==> src/shared/qmc_pkg.sv <==
// constants, field layouts and carrier types of the iq correction stage
// assumes one 40 MHz sample clock and an 8-bit register port
package qmc_pkg;

  // ==========================================================
  // register offsets
  localparam logic [7:0] ADDR_GAIN_A_LO = 8'h0c;
  localparam logic [7:0] ADDR_GAIN_B_LO = 8'h0d;
  localparam logic [7:0] ADDR_PHASE_LO = 8'h0e;
  localparam logic [7:0] ADDR_UPPER = 8'h0f;
  localparam logic [7:0] ADDR_OFF_A_LO = 8'h10;
  localparam logic [7:0] ADDR_OFF_B_LO = 8'h11;
  localparam logic [7:0] ADDR_OFF_A_HI = 8'h12;
  localparam logic [7:0] ADDR_OFF_B_HI = 8'h13;
  localparam logic [7:0] ADDR_CONST_LO = 8'h14;
  localparam logic [7:0] ADDR_CONST_HI = 8'h15;
  localparam logic [7:0] ADDR_SYNC_SEL = 8'h16;
  localparam logic [7:0] ADDR_FIFO_SYNC = 8'h17;
  localparam logic [7:0] ADDR_CTRL = 8'h1e;
  localparam logic [7:0] ADDR_STATUS = 8'h1f;

  // ==========================================================
  // reset values
  localparam logic [7:0] RST_ZERO = 8'h00;
  localparam logic [7:0] RST_UPPER = 8'h24;
  localparam logic [7:0] RST_SYNC_SEL = 8'h15;
  localparam logic [7:0] RST_FIFO_SYNC = 8'h15;

  // ==========================================================
  // field positions
  localparam int UP_PHASE_LSB = 6;
  localparam int UP_GAIN_A_LSB = 3;
  localparam int UP_GAIN_B_LSB = 0;
  localparam int SEL_NCO_LSB = 6;
  localparam int SEL_NCO_REG_LSB = 4;
  localparam int SEL_CORR_LSB = 2;
  localparam int SEL_OFF_LSB = 0;
  localparam int FIFO_SEL_LSB = 3;
  localparam int AFLAG_SEL_BIT = 2;
  localparam int CTRL_CONST_EN_BIT = 0;
  localparam int CTRL_SIF_SYNC_BIT = 1;
  localparam int OFF_HI_W = 5;

  // ==========================================================
  // datapath widths and scaling
  localparam int SAMP_W = 16;
  localparam int GAIN_W = 11;
  localparam int GAIN_FRAC = 10;
  localparam int PHASE_W = 10;
  localparam int PHASE_SHIFT = 12;
  localparam int OFF_W = 13;
  localparam int TERM_W = 18;

  // ==========================================================
  // sync source codes
  localparam logic [1:0] SRC_TXEN = 2'b00;
  localparam logic [1:0] SRC_SYNC = 2'b01;
  localparam logic [1:0] SRC_SIF = 2'b10;
  localparam logic [1:0] SRC_ZERO = 2'b11;
  localparam logic [2:0] FSRC_TXEN = 3'h0;
  localparam logic [2:0] FSRC_SYNC = 3'h1;
  localparam logic [2:0] FSRC_SIF = 3'h2;
  localparam logic [2:0] FSRC_MSB_A = 3'h4;
  localparam logic [2:0] FSRC_MSB_B = 3'h5;
  localparam logic [2:0] FSRC_ONE = 3'h7;

  typedef enum logic [1:0] {
    MSB_ARMED = 2'b01,
    MSB_FIRED = 2'b10
  } qmc_msb_st_t;

  typedef struct packed {
    logic [7:0] addr;
    logic [7:0] wdata;
    logic wr;
    logic rd;
  } qmc_reg_req_t;

  typedef struct packed {
    logic [SAMP_W-1:0] i;
    logic [SAMP_W-1:0] q;
  } qmc_pair_t;

endpackage

==> src/logic/qmc_sync_pick.sv <==
// one 2-bit sync source selector
// assumes all sources are synchronous to the sample clock
`timescale 1ns/1ps
`default_nettype none
module qmc_sync_pick
  import qmc_pkg::*;
(
  input wire logic [1:0] i_sel,
  input wire logic i_txen,
  input wire logic i_sync,
  input wire logic i_sif,
  output logic o_sync
);

  // ==========================================================
  // source selection
  always_comb
  begin
    case (i_sel)
      SRC_TXEN: o_sync = i_txen;
      SRC_SYNC: o_sync = i_sync;
      SRC_SIF: o_sync = i_sif;
      SRC_ZERO: o_sync = 1'b0;
      default: o_sync = 1'b0;
    endcase
  end

endmodule
`default_nettype wire

==> src/logic/qmc_lane.sv <==
// one channel lane: gain, added correction term, offset, saturation
// assumes signed samples and an unsigned gain word
`timescale 1ns/1ps
`default_nettype none
module qmc_lane #(
  parameter int IN_W = 16,
  parameter int G_W = 11,
  parameter int G_FRAC = 10,
  parameter int O_W = 13,
  parameter int A_W = 18
)(
  input wire logic [IN_W-1:0] i_x,
  input wire logic [G_W-1:0] i_gain,
  input wire logic [A_W-1:0] i_add,
  input wire logic [O_W-1:0] i_off,
  output logic [A_W-1:0] o_gained,
  output logic [IN_W-1:0] o_result,
  output logic o_clip
);

  localparam int P_W = IN_W + G_W + 1;
  localparam int S_W = A_W + 2;
  localparam logic signed [S_W-1:0] MAXV = S_W'((2 ** (IN_W - 1)) - 1);
  localparam logic signed [S_W-1:0] MINV = S_W'(-(2 ** (IN_W - 1)));

  logic signed [P_W-1:0] prod;
  logic signed [S_W-1:0] sum;

  // ==========================================================
  // gain, sum and clamp
  always_comb
  begin
    prod = $signed(i_x) * $signed({1'b0, i_gain});
    o_gained = prod[G_FRAC +: A_W];
    sum = $signed({{2{o_gained[A_W-1]}}, o_gained})
      + $signed({{2{i_add[A_W-1]}}, i_add})
      + $signed({{(S_W-O_W){i_off[O_W-1]}}, i_off});
    o_clip = (sum > MAXV) || (sum < MINV);
    if (sum > MAXV)
      o_result = {1'b0, {(IN_W-1){1'b1}}};
    else if (sum < MINV)
      o_result = {1'b1, {(IN_W-1){1'b0}}};
    else
      o_result = sum[IN_W-1:0];
  end

endmodule
`default_nettype wire

==> src/logic/qmc_core.sv <==
// iq modulator correction stage with register port and sync routing
// assumes register port and samples synchronous to i_mclk
`timescale 1ns/1ps
`default_nettype none
module qmc_core
  import qmc_pkg::*;
(
  input wire logic i_mclk,
  input wire logic i_reset_n,
  input wire qmc_reg_req_t i_reg,
  output logic [7:0] o_rdata,
  input wire qmc_pair_t i_samp,
  output qmc_pair_t o_dac,
  input wire logic i_transmit_gate_signal,
  input wire logic i_sync_pin,
  input wire logic i_fifo_txen,
  input wire logic i_fifo_sync,
  output logic o_fifo_sync,
  output logic o_a_flag,
  output logic o_nco_sync,
  output logic o_nco_load
);

  // ==========================================================
  // register storage
  logic [7:0] gain_a_low;
  logic [7:0] iq_gain_b_low;
  logic [7:0] iq_phase_low;
  logic [7:0] iq_phase_gain_upper;
  logic [7:0] offset_a_low;
  logic [7:0] offset_b_low;
  logic [7:0] offset_a_high;
  logic [7:0] offset_b_high;
  logic [7:0] constant_value_low;
  logic [7:0] constant_value_high;
  logic [7:0] sync_source_select;
  logic [7:0] fifo_sync_config;
  logic const_en;
  logic sif_sync;
  logic wr_fifo_cfg;

  assign wr_fifo_cfg = i_reg.wr && (i_reg.addr == ADDR_FIFO_SYNC);

  always_ff @(posedge i_mclk or negedge i_reset_n)
  begin
    if (!i_reset_n)
    begin
      gain_a_low <= RST_ZERO;
      iq_gain_b_low <= RST_ZERO;
      iq_phase_low <= RST_ZERO;
      iq_phase_gain_upper <= RST_UPPER;
      offset_a_low <= RST_ZERO;
      offset_b_low <= RST_ZERO;
      offset_a_high <= RST_ZERO;
      offset_b_high <= RST_ZERO;
      constant_value_low <= RST_ZERO;
      constant_value_high <= RST_ZERO;
      sync_source_select <= RST_SYNC_SEL;
      fifo_sync_config <= RST_FIFO_SYNC;
      const_en <= 1'b0;
    end
    else if (i_reg.wr)
    begin
      case (i_reg.addr)
        ADDR_GAIN_A_LO: gain_a_low <= i_reg.wdata;
        ADDR_GAIN_B_LO: iq_gain_b_low <= i_reg.wdata;
        ADDR_PHASE_LO: iq_phase_low <= i_reg.wdata;
        ADDR_UPPER: iq_phase_gain_upper <= i_reg.wdata;
        ADDR_OFF_A_LO: offset_a_low <= i_reg.wdata;
        ADDR_OFF_B_LO: offset_b_low <= i_reg.wdata;
        ADDR_OFF_A_HI: offset_a_high <= {3'h0, i_reg.wdata[OFF_HI_W-1:0]};
        ADDR_OFF_B_HI: offset_b_high <= {3'h0, i_reg.wdata[OFF_HI_W-1:0]};
        ADDR_CONST_LO: constant_value_low <= i_reg.wdata;
        ADDR_CONST_HI: constant_value_high <= i_reg.wdata;
        ADDR_SYNC_SEL: sync_source_select <= i_reg.wdata;
        ADDR_FIFO_SYNC: fifo_sync_config <= i_reg.wdata;
        ADDR_CTRL: const_en <= i_reg.wdata[CTRL_CONST_EN_BIT];
        default: const_en <= const_en;
      endcase
    end
  end

  // one-cycle sync pulse issued through the register port
  always_ff @(posedge i_mclk or negedge i_reset_n)
  begin
    if (!i_reset_n)
      sif_sync <= 1'b0;
    else
      sif_sync <= i_reg.wr && (i_reg.addr == ADDR_CTRL) && i_reg.wdata[CTRL_SIF_SYNC_BIT];
  end

  // ==========================================================
  // assembled correction words
  logic [GAIN_W-1:0] gain_a_word;
  logic [GAIN_W-1:0] gain_b_word;
  logic [PHASE_W-1:0] phase_word;
  logic [OFF_W-1:0] off_a_word;
  logic [OFF_W-1:0] off_b_word;
  logic [SAMP_W-1:0] const_word;

  assign gain_a_word = {iq_phase_gain_upper[UP_GAIN_A_LSB +: 3], gain_a_low};
  assign gain_b_word = {iq_phase_gain_upper[UP_GAIN_B_LSB +: 3], iq_gain_b_low};
  assign phase_word = {iq_phase_gain_upper[UP_PHASE_LSB +: 2], iq_phase_low};
  assign off_a_word = {offset_a_high[OFF_HI_W-1:0], offset_a_low};
  assign off_b_word = {offset_b_high[OFF_HI_W-1:0], offset_b_low};
  assign const_word = {constant_value_high, constant_value_low};

  // ==========================================================
  // sync source routing
  logic sel_nco;
  logic sel_nco_reg;
  logic corr_load;
  logic off_load;

  qmc_sync_pick u_pick_nco (
    .i_sel(sync_source_select[SEL_NCO_LSB +: 2]),
    .i_txen(i_fifo_txen),
    .i_sync(i_fifo_sync),
    .i_sif(sif_sync),
    .o_sync(sel_nco)
  );

  qmc_sync_pick u_pick_nco_reg (
    .i_sel(sync_source_select[SEL_NCO_REG_LSB +: 2]),
    .i_txen(i_fifo_txen),
    .i_sync(i_fifo_sync),
    .i_sif(sif_sync),
    .o_sync(sel_nco_reg)
  );

  qmc_sync_pick u_pick_corr (
    .i_sel(sync_source_select[SEL_CORR_LSB +: 2]),
    .i_txen(i_fifo_txen),
    .i_sync(i_fifo_sync),
    .i_sif(sif_sync),
    .o_sync(corr_load)
  );

  qmc_sync_pick u_pick_off (
    .i_sel(sync_source_select[SEL_OFF_LSB +: 2]),
    .i_txen(i_fifo_txen),
    .i_sync(i_fifo_sync),
    .i_sif(sif_sync),
    .o_sync(off_load)
  );

  always_ff @(posedge i_mclk or negedge i_reset_n)
  begin
    if (!i_reset_n)
    begin
      o_nco_sync <= 1'b0;
      o_nco_load <= 1'b0;
    end
    else
    begin
      o_nco_sync <= sel_nco;
      o_nco_load <= sel_nco_reg;
    end
  end

  // ==========================================================
  // shadow to active transfer
  logic [GAIN_W-1:0] act_gain_a;
  logic [GAIN_W-1:0] act_gain_b;
  logic [PHASE_W-1:0] act_phase;
  logic [OFF_W-1:0] act_off_a;
  logic [OFF_W-1:0] act_off_b;

  always_ff @(posedge i_mclk or negedge i_reset_n)
  begin
    if (!i_reset_n)
    begin
      act_gain_a <= {RST_UPPER[UP_GAIN_A_LSB +: 3], RST_ZERO};
      act_gain_b <= {RST_UPPER[UP_GAIN_B_LSB +: 3], RST_ZERO};
      act_phase <= {RST_UPPER[UP_PHASE_LSB +: 2], RST_ZERO};
    end
    else if (corr_load)
    begin
      act_gain_a <= gain_a_word;
      act_gain_b <= gain_b_word;
      act_phase <= phase_word;
    end
  end

  always_ff @(posedge i_mclk or negedge i_reset_n)
  begin
    if (!i_reset_n)
    begin
      act_off_a <= '0;
      act_off_b <= '0;
    end
    else if (off_load)
    begin
      act_off_a <= off_a_word;
      act_off_b <= off_b_word;
    end
  end

  // ==========================================================
  // correction datapath
  logic [TERM_W-1:0] gained_a;
  logic [TERM_W-1:0] gained_b;
  logic [TERM_W-1:0] phase_term;
  logic [SAMP_W-1:0] res_a;
  logic [SAMP_W-1:0] res_b;
  logic clip_a;
  logic clip_b;
  logic signed [TERM_W+PHASE_W-1:0] phase_prod;

  // phase step is one 4096th, giving the -0.125 to 0.12475 span
  always_comb
  begin
    phase_prod = $signed(gained_b) * $signed(act_phase);
    phase_term = {{2{phase_prod[TERM_W+PHASE_W-1]}}, phase_prod[TERM_W+PHASE_W-1:PHASE_SHIFT]};
  end

  qmc_lane #(
    .IN_W(SAMP_W),
    .G_W(GAIN_W),
    .G_FRAC(GAIN_FRAC),
    .O_W(OFF_W),
    .A_W(TERM_W)
  ) u_lane_a (
    .i_x(i_samp.i),
    .i_gain(act_gain_a),
    .i_add(phase_term),
    .i_off(act_off_a),
    .o_gained(gained_a),
    .o_result(res_a),
    .o_clip(clip_a)
  );

  qmc_lane #(
    .IN_W(SAMP_W),
    .G_W(GAIN_W),
    .G_FRAC(GAIN_FRAC),
    .O_W(OFF_W),
    .A_W(TERM_W)
  ) u_lane_b (
    .i_x(i_samp.q),
    .i_gain(act_gain_b),
    .i_add('0),
    .i_off(act_off_b),
    .o_gained(gained_b),
    .o_result(res_b),
    .o_clip(clip_b)
  );

  always_ff @(posedge i_mclk or negedge i_reset_n)
  begin
    if (!i_reset_n)
      o_dac <= '0;
    else if (const_en)
      o_dac <= '{i: const_word, q: const_word};
    else
      o_dac <= '{i: res_a, q: res_b};
  end

  // ==========================================================
  // fifo sync source with first-msb-transition capture
  qmc_msb_st_t msb_st;
  logic [2:0] fifo_sel;
  logic prev_msb_a;
  logic prev_msb_b;
  logic msb_evt_a;
  logic msb_evt_b;
  logic next_fifo_sync;

  assign fifo_sel = fifo_sync_config[FIFO_SEL_LSB +: 3];
  assign msb_evt_a = (msb_st == MSB_ARMED) && (i_samp.i[SAMP_W-1] != prev_msb_a);
  assign msb_evt_b = (msb_st == MSB_ARMED) && (i_samp.q[SAMP_W-1] != prev_msb_b);

  always_ff @(posedge i_mclk or negedge i_reset_n)
  begin
    if (!i_reset_n)
    begin
      prev_msb_a <= 1'b0;
      prev_msb_b <= 1'b0;
    end
    else
    begin
      prev_msb_a <= i_samp.i[SAMP_W-1];
      prev_msb_b <= i_samp.q[SAMP_W-1];
    end
  end

  // only a reset or a fresh write of the fifo config re-arms it
  always_ff @(posedge i_mclk or negedge i_reset_n)
  begin
    if (!i_reset_n)
      msb_st <= MSB_ARMED;
    else
    begin
      case (msb_st)
        MSB_ARMED:
          if ((fifo_sel == FSRC_MSB_A && msb_evt_a) || (fifo_sel == FSRC_MSB_B && msb_evt_b))
            msb_st <= MSB_FIRED;
        MSB_FIRED:
          if (wr_fifo_cfg)
            msb_st <= MSB_ARMED;
        default: msb_st <= MSB_ARMED;
      endcase
    end
  end

  always_comb
  begin
    case (fifo_sel)
      FSRC_TXEN: next_fifo_sync = i_transmit_gate_signal;
      FSRC_SYNC: next_fifo_sync = i_sync_pin;
      FSRC_SIF: next_fifo_sync = sif_sync;
      FSRC_MSB_A: next_fifo_sync = msb_evt_a;
      FSRC_MSB_B: next_fifo_sync = msb_evt_b;
      FSRC_ONE: next_fifo_sync = 1'b1;
      default: next_fifo_sync = 1'b0;
    endcase
  end

  always_ff @(posedge i_mclk or negedge i_reset_n)
  begin
    if (!i_reset_n)
      o_fifo_sync <= 1'b0;
    else
      o_fifo_sync <= next_fifo_sync;
  end

  // ==========================================================
  // a-sample flag
  logic prev_txen;

  always_ff @(posedge i_mclk or negedge i_reset_n)
  begin
    if (!i_reset_n)
    begin
      prev_txen <= 1'b0;
      o_a_flag <= 1'b0;
    end
    else
    begin
      prev_txen <= i_transmit_gate_signal;
      if (fifo_sync_config[AFLAG_SEL_BIT])
        o_a_flag <= i_samp.q[SAMP_W-1];
      else
        o_a_flag <= i_transmit_gate_signal && !prev_txen;
    end
  end

  // ==========================================================
  // register read port
  logic [7:0] next_rdata;

  always_comb
  begin
    case (i_reg.addr)
      ADDR_GAIN_A_LO: next_rdata = gain_a_low;
      ADDR_GAIN_B_LO: next_rdata = iq_gain_b_low;
      ADDR_PHASE_LO: next_rdata = iq_phase_low;
      ADDR_UPPER: next_rdata = iq_phase_gain_upper;
      ADDR_OFF_A_LO: next_rdata = offset_a_low;
      ADDR_OFF_B_LO: next_rdata = offset_b_low;
      ADDR_OFF_A_HI: next_rdata = offset_a_high;
      ADDR_OFF_B_HI: next_rdata = offset_b_high;
      ADDR_CONST_LO: next_rdata = constant_value_low;
      ADDR_CONST_HI: next_rdata = constant_value_high;
      ADDR_SYNC_SEL: next_rdata = sync_source_select;
      ADDR_FIFO_SYNC: next_rdata = fifo_sync_config;
      ADDR_CTRL: next_rdata = {7'h00, const_en};
      ADDR_STATUS: next_rdata = {4'h0, clip_b, clip_a, msb_st == MSB_FIRED, o_fifo_sync};
      default: next_rdata = 8'h00;
    endcase
  end

  always_ff @(posedge i_mclk or negedge i_reset_n)
  begin
    if (!i_reset_n)
      o_rdata <= 8'h00;
    else if (i_reg.rd)
      o_rdata <= next_rdata;
    else
      o_rdata <= 8'h00;
  end
endmodule
`default_nettype wire

==> config.mk <==
export PLATFORM = sky130hd
export DESIGN_NAME = qmc_core
export DESIGN_NICKNAME = d
export VERILOG_FILES = /design/src/shared/qmc_pkg.sv /design/src/logic/qmc_sync_pick.sv /design/src/logic/qmc_lane.sv /design/src/logic/qmc_core.sv
export SDC_FILE = /design/constraint.sdc
export NUM_CORES = 2
export LEC_CHECK = 0
export ABC_AREA = 1
export BUFFER_PORTS_ARGS = -buffer_cell sky130_fd_sc_hd__buf_2
export CAP_MARGIN = 20
export CORE_MARGIN = 2
export CORE_UTILIZATION = 50
export CTS_CLUSTER_DIAMETER = 80
export DETAILED_ROUTE_END_ITERATION = 7
export PLACE_DENSITY = 0.66
export SKIP_LAST_GASP = 1
export SYNTH_ARGS = -nofsm -noshare
export SYNTH_HDL_FRONTEND = slang
export SYNTH_SLANG_ARGS = --single-unit
==> constraint.sdc <==
create_clock -name i_mclk -period 36.2 [get_ports i_mclk]
set_clock_uncertainty 0.05 [all_clocks]
set_input_delay 1.81 -clock i_mclk [delete_from_list [all_inputs] [get_ports i_mclk]]
set_output_delay 1.81 -clock i_mclk [all_outputs]
set_load 0.005 [all_outputs]
## Word-level counts from Yosys, hierarchy flattened

Index checks and enable logic that the tools add are counted.
W data, S select, Z words.

| storage, ports and cells | value |
|---|---|
| output and inout bits | 44 |
| memory bits (read-only) | 0 |
| latch bits | 0 |
| input bits | 56 |
| logic and storage cells | 124 |
| bits in writable memories | 0 |
| memories | 0 |
| register bits after elaboration | 199 |

| operators by class | value |
|---|---|
| shifts and indexed selects | 0 |
| $add $sub $neg | 3 |
| order comparisons | 4 |
| multipliers | 3 |
| bitwise gates (word level) | 0 |
| multiplexer cells | 16 |
| equality and inequality tests | 37 |
| reductions and logical operators | 31 |
| divide/modulo/power cells | 0 |

Operators with widths:

| kind | count |
|---|---|
| $pmux W8 S14 | 1 |
| $eq A8 B5 Y1 const B | 10 |
| $mux W16 | 4 |
| $mul A16 B12 Y28 | 2 |
| $gt A20 B16 Y1 const B | 2 |
| $lt A20 B16 Y1 const B | 2 |
| $eq A8 B4 Y1 const B | 4 |
| $mux W32 | 1 |
| $mul A18 B10 Y28 | 1 |
| $reduce_and A2 Y1 | 14 |
| $add A19 B13 Y20 | 1 |
| $add A18 B13 Y19 | 1 |
| $add A18 B16 Y19 | 1 |
| $eq A2 B2 Y1 const B | 9 |
| $pmux W1 S4 | 4 |
| $eq A2 B1 Y1 const B | 5 |
| $eq A3 B3 Y1 const B | 3 |
| $logic_and A1 B1 Y1 | 8 |
| $logic_not A2 Y1 | 4 |
| $mux W8 | 1 |
| $pmux W1 S6 | 1 |
| $mux W2 | 2 |
| $pmux W2 S2 | 1 |
| $eq A3 B1 Y1 const B | 1 |
| other kinds (8) | 11 |

## Longest topological paths before layout

| logic depth | value |
|---|---|
| word-level depth | 8 |
| mapped depth | 62 |

## Hierarchy

Synthesis repeated with hierarchy kept, for this count alone.

| unflattened totals | value |
|---|---|
| cell total of the unflattened synthesis | 4,121 |
| area total of the unflattened synthesis | 32,027.0 um^2 |

By module, submodules not included:

| module | times used | cells each | seq. area each (um^2) | area each (um^2) |
|---|---|---|---|---|
| qmc_core | 1 | 1,819 | 4,993.5 | 15,237.1 |
| qmc_lane (u_lane_b) | 1 | 1,139 | 0.0 | 8,349.3 |
| qmc_lane (u_lane_a) | 1 | 1,139 | 0.0 | 8,330.5 |
| qmc_sync_pick | 4 | 6 | 0.0 | 27.5 |

## Least setup slack after synthesis

Ideal clock, no wire load.

| path | value |
|---|---|
| path type | input -> register |
| start point | input port i_samp[15] (netlist name) |
| end point | register o_dac[25] (netlist name) |
| stages | 53 |
| data arrival time | 12.433 ns |
| library setup time | 0.124 ns |
| path buffers | 2 |
| slack | 23.593 ns |
| cells stage by stage | clkbuf_1 -> nand2_1 -> fa_1 -> inv_1 -> fa_1 -> inv_1 -> fa_1 -> inv_1 -> fa_1 -> inv_1 -> fa_1 -> inv_1 -> ha_1 -> nand2_1 -> nor4_2 -> nand3_1 -> nand3_1 -> a21oi_1 -> [... 17 more ...] -> nand2_1 -> o211a_1 -> nand2_1 -> nand2_1 -> nand2_1 -> fa_1 -> ha_1 -> a21oi_1 -> o21bai_1 -> a211oi_1 -> nand2_1 -> nand2_1 -> nand2_1 -> nor2_1 -> nand2_2 -> a21oi_4 -> buf_4 -> a21oi_1 |

| between the ends | value |
|---|---|
| cells in the longest elaborated chain, start to end | 8 |

RTL lines:

| element | line | RTL |
|---|---|---|
| from (decl) | qmc_core.sv:12 | `input wire qmc_pair_t i_samp,` |
| $mul A16 B12 Y28 * | qmc_lane.sv:33 | `prod = $signed(i_x) * $signed({1'b0, i_gain});` |
| $mul A18 B10 Y28 * | qmc_core.sv:213 | `phase_prod = $signed(gained_b) * $signed(act_phase);` |
| $add A18 B16 Y19 * | qmc_lane.sv:36 | `+ $signed({{2{i_add[A_W-1]}}, i_add})` |
| $add A19 B13 Y20 * | qmc_lane.sv:37 | `+ $signed({{(S_W-O_W){i_off[O_W-1]}}, i_off});` |
| $lt A20 B16 Y1 | qmc_lane.sv:41 | `else if (sum < MINV)` |
| $mux W16 | qmc_lane.sv:41 |  |
| $mux W16 * | qmc_lane.sv:39 | `if (sum > MAXV)` |
| $mux W32 * | qmc_core.sv:253 | `else if (const_en)` |
| to (signal assigned) | qmc_core.sv:254 | `o_dac <= '{i: const_word, q: const_word};` |
| to (signal assigned) | qmc_core.sv:256 | `o_dac <= '{i: res_a, q: res_b};` |
| to (decl) | qmc_core.sv:13 | `output qmc_pair_t o_dac,` |

Every way passes the cells marked *; elsewhere a longest branch is shown, timed or not.
A chain may end at the register's enable or synchronous reset.

## Worst setup path in the final report

| path | value |
|---|---|
| start point | input port i_samp[15] (netlist name) |
| end point | register o_dac[20] (netlist name) |

Same word-level chain as after synthesis.

==> impl_metrics.toml <==
[yosys]
syn_inst = 3680
synthArstFlopShare_pct = 100
synthDistinctLibCells = 72
synth_top_area_share_pct = 32.9
synth-main-ff-cell = "dfrtp_1"
synth-seq-area-share_pct = 16.6
syn_avg_cell_area_um2 = 8.16
synth_seq_cells = 199
yosys_warnings = 0
syn_area_um2 = 30000
syn-num-nets = 4444
synth_edf_count = 0
yosysTopAreaCell = "fa_1"
synth_top_cells_by_area = "fa_1 (33%), dfrtp_1 (16%), inv_1 (11%)"

[clock_tree]
cts_tree = "yes"
htreeDepth = 4
cts_root_buf = "clkbuf_16"
cts.sinks = 199
clock_latency_ns = 0.45
cts-resized-gates = 0
ctsHoldBuffers = 0
numCtsBuffers = 17
post_cts_buffers = 0
clock_path_buffers = 2
clkTransAtPathRegs_ns = 0.08

[grt]
grt_overflow = 0
track_usage_pct = 26.1
antenna_found_initial = 3
grt_pass1_wl_um = 129000
grt_pass1_vias = 24500
grt_max_degree = 138

[critical_path]
max_stage_delay_ns = 0.55
worstPathMaxFanout = 15
cp_slowest_cell = "fa_1"
worst-setup-path-type = "input port to flip-flop"
critPathLaunchType = "input port"
end_kind = "flip-flop"
critPathRequiredTime_ns = 36.46
crit_top_cell = "fa_1"
crit_arrival_ns = 14.04

[sta]
rsz0062_at_grt = "no"
finalCritPeriodShare_pct = 38.1
fin_tns_setup_ns = 0
fmax_mhz = 72.6
slew_headroom_pct = 44.3
setup_viol = 0
min_period_ns = 13.78
maxSlewViolCount = 0
final-hold-violation-count = 0
worst_pin_slew_ns = 0.835

[layout]
diodes = 0
fillers = 5707
finalNetCount = 4448
area_delta_synth_final_pct = 5.51
final_cell_area_um2 = 31700
drive_above_1_share_pct = 7.03

[placement]
place_congestion = 0.952
place_area_um2 = 31100
io_buffers = 99
hpwlAfterDp_um = 64200

[die]
die_area_um2 = 62000
die_w_um = 249
die_h_um = 249
initial_core_util_pct = 50.7
core_um2 = 59200
ios = 100
rows = 89

[routing]
wl_per_cell_um = 17.4
drtAntennaViolNets = 0
viasPerCell = 5.28
num_vias = 23600
routed_wl_um = 77900
drtIter0Drc = 1651
drcViolationCount = 0
first_pass_iters = 6

[flow_run]
drv_cap = 0

[worst_hold_path]
hold_path.class = "flip-flop to flip-flop"

[pwr]
ir_worst_vdd_uv = 123
leakage_nw = 17.4
power_density_nw_per_um2 = 70.0

[run_status]
status = "finished, final reports clean"
[Yosys cell counts (all sizes together) (2+ instances only)]
master / instances
ha: 214
nand3: 69
o22ai: 8
nand2: 880
a221oi: 15
o21bai: 6
o311ai: 2
clkinv: 4
o221ai: 6
nor3: 26
mux2: 41
o21ai: 156
a22o: 7
o2111ai: 3
a21o: 13
a21oi: 165
fa: 494
nand4: 13
xor2: 53
nor4: 3
a31oi: 15
buf: 16
o21a: 8
a21boi: 2
o211ai: 2
dfrtp: 188
clkbuf: 105
nand3b: 3
nor2: 212
and2: 3
o221a: 2
dfstp: 11
xnor2: 29
a211oi: 2
o31ai: 6
inv: 886
or2: 5
[flip-flops by register name, summed over array words and instances (netlist names), 10 cells and up]
signal,count
o_dac,32
act_gain_b,11
act_off_a,13
act_off_b,13
act_phase,10
act_gain_a,11
[cell usage in the layout, fill, tap and decap left out, drive strengths merged, types with 53 or more instances in the layout]
cell type	n
inv	894
nand2	880
fa	494
ha	214
nor2	212
dfrtp	188
a21oi	165
o21ai	156
buf	105
nand3	69
xor2	53
[final timing paths]
path / slack, ns / to / cells past startpoint / start
min reg2reg: 0.38 / o_a_flag / 1 / prev_txen
max: 22.42 / o_dac[20] / 51 / i_samp[15]
min in group asynchronous: 1.28 / o_dac[14] / 1 / i_reset_n
min: 0.38 / o_a_flag / 1 / prev_txen
max reg2reg: 23.11 / o_dac[20] / 50 / act_gain_b[3]
max in group asynchronous: 33.23 / act_gain_b[0] / 3 / i_reset_n
[routing by layer]
layer,vias up,global-route usage (%),share of wire [%]
li1,11000,-,-
met1,11700,36.3,44
met4,2,7.49,2.9
met2,751,42.4,46
met3,131,4.26,6.9
met5,-,0,0.017
[power breakdown]
group	switching [mW]	total [mW]	internal (mW)
Combinational	1.14	1.73	0.589
Clock	0.0986	0.192	0.0935
Sequential	0.0326	0.297	0.264
Total	1.27	2.22	0.946
[critical path: cells and delay by family]
| family | cells | cell delay, ns |
|---|---|---|
| XOR/XNOR | 1 | 0.45 |
| buffers and inverters | 11 | 1.26 |
| AO/OA/AOI/OAI | 8 | 1.36 |
| AND/OR/NAND/NOR | 17 | 2.45 |
| adder cells (fa/ha/maj) | 14 | 6.68 |
[cells by family after synthesis]
logic type	after synthesis	synth area share [%]
AOI/OAI and AO/OA	425	8.47
xor gates and xnor gates	82	2.65
adders and majority gates	708	41.8
buffers and inverters	1011	12.8
DFF	199	16.6
muxes	41	1.54
and+or+nand+nor	1214	16.1
[final cells by class]
cell class / count / area (µm²) / share of cell area (%)
multi-input cells: 2470 / 21200 / 66.9
flip-flops and latches: 199 / 4990 / 15.8
inverters: 890 / 3340 / 10.6
well taps: 773 / 967 / 3.05
repair buffers: 106 / 577 / 1.82
clock buffers: 17 / 425 / 1.34
clock inverters: 15 / 170 / 0.537
[through the flow]
step / total power, mW / util, % / hold slack [ns] / setup slack (ns) / std cells
global route: 2.45 / 53.5 / 0.428 / 21.52 / 4470
floorplan: 1.55 / - / 0.360 / 23.59 / 3680
CTS: 2.20 / 53.4 / 0.385 / 22.52 / 4468
global placement: 1.99 / 52.4 / 0.373 / 22.21 / 4436
detailed placement: 1.99 / 52.4 / 0.376 / 22.12 / 4436
finish: 2.22 / 53.5 / 0.383 / 22.42 / 4470
Power figures use the tool's default switching activity.
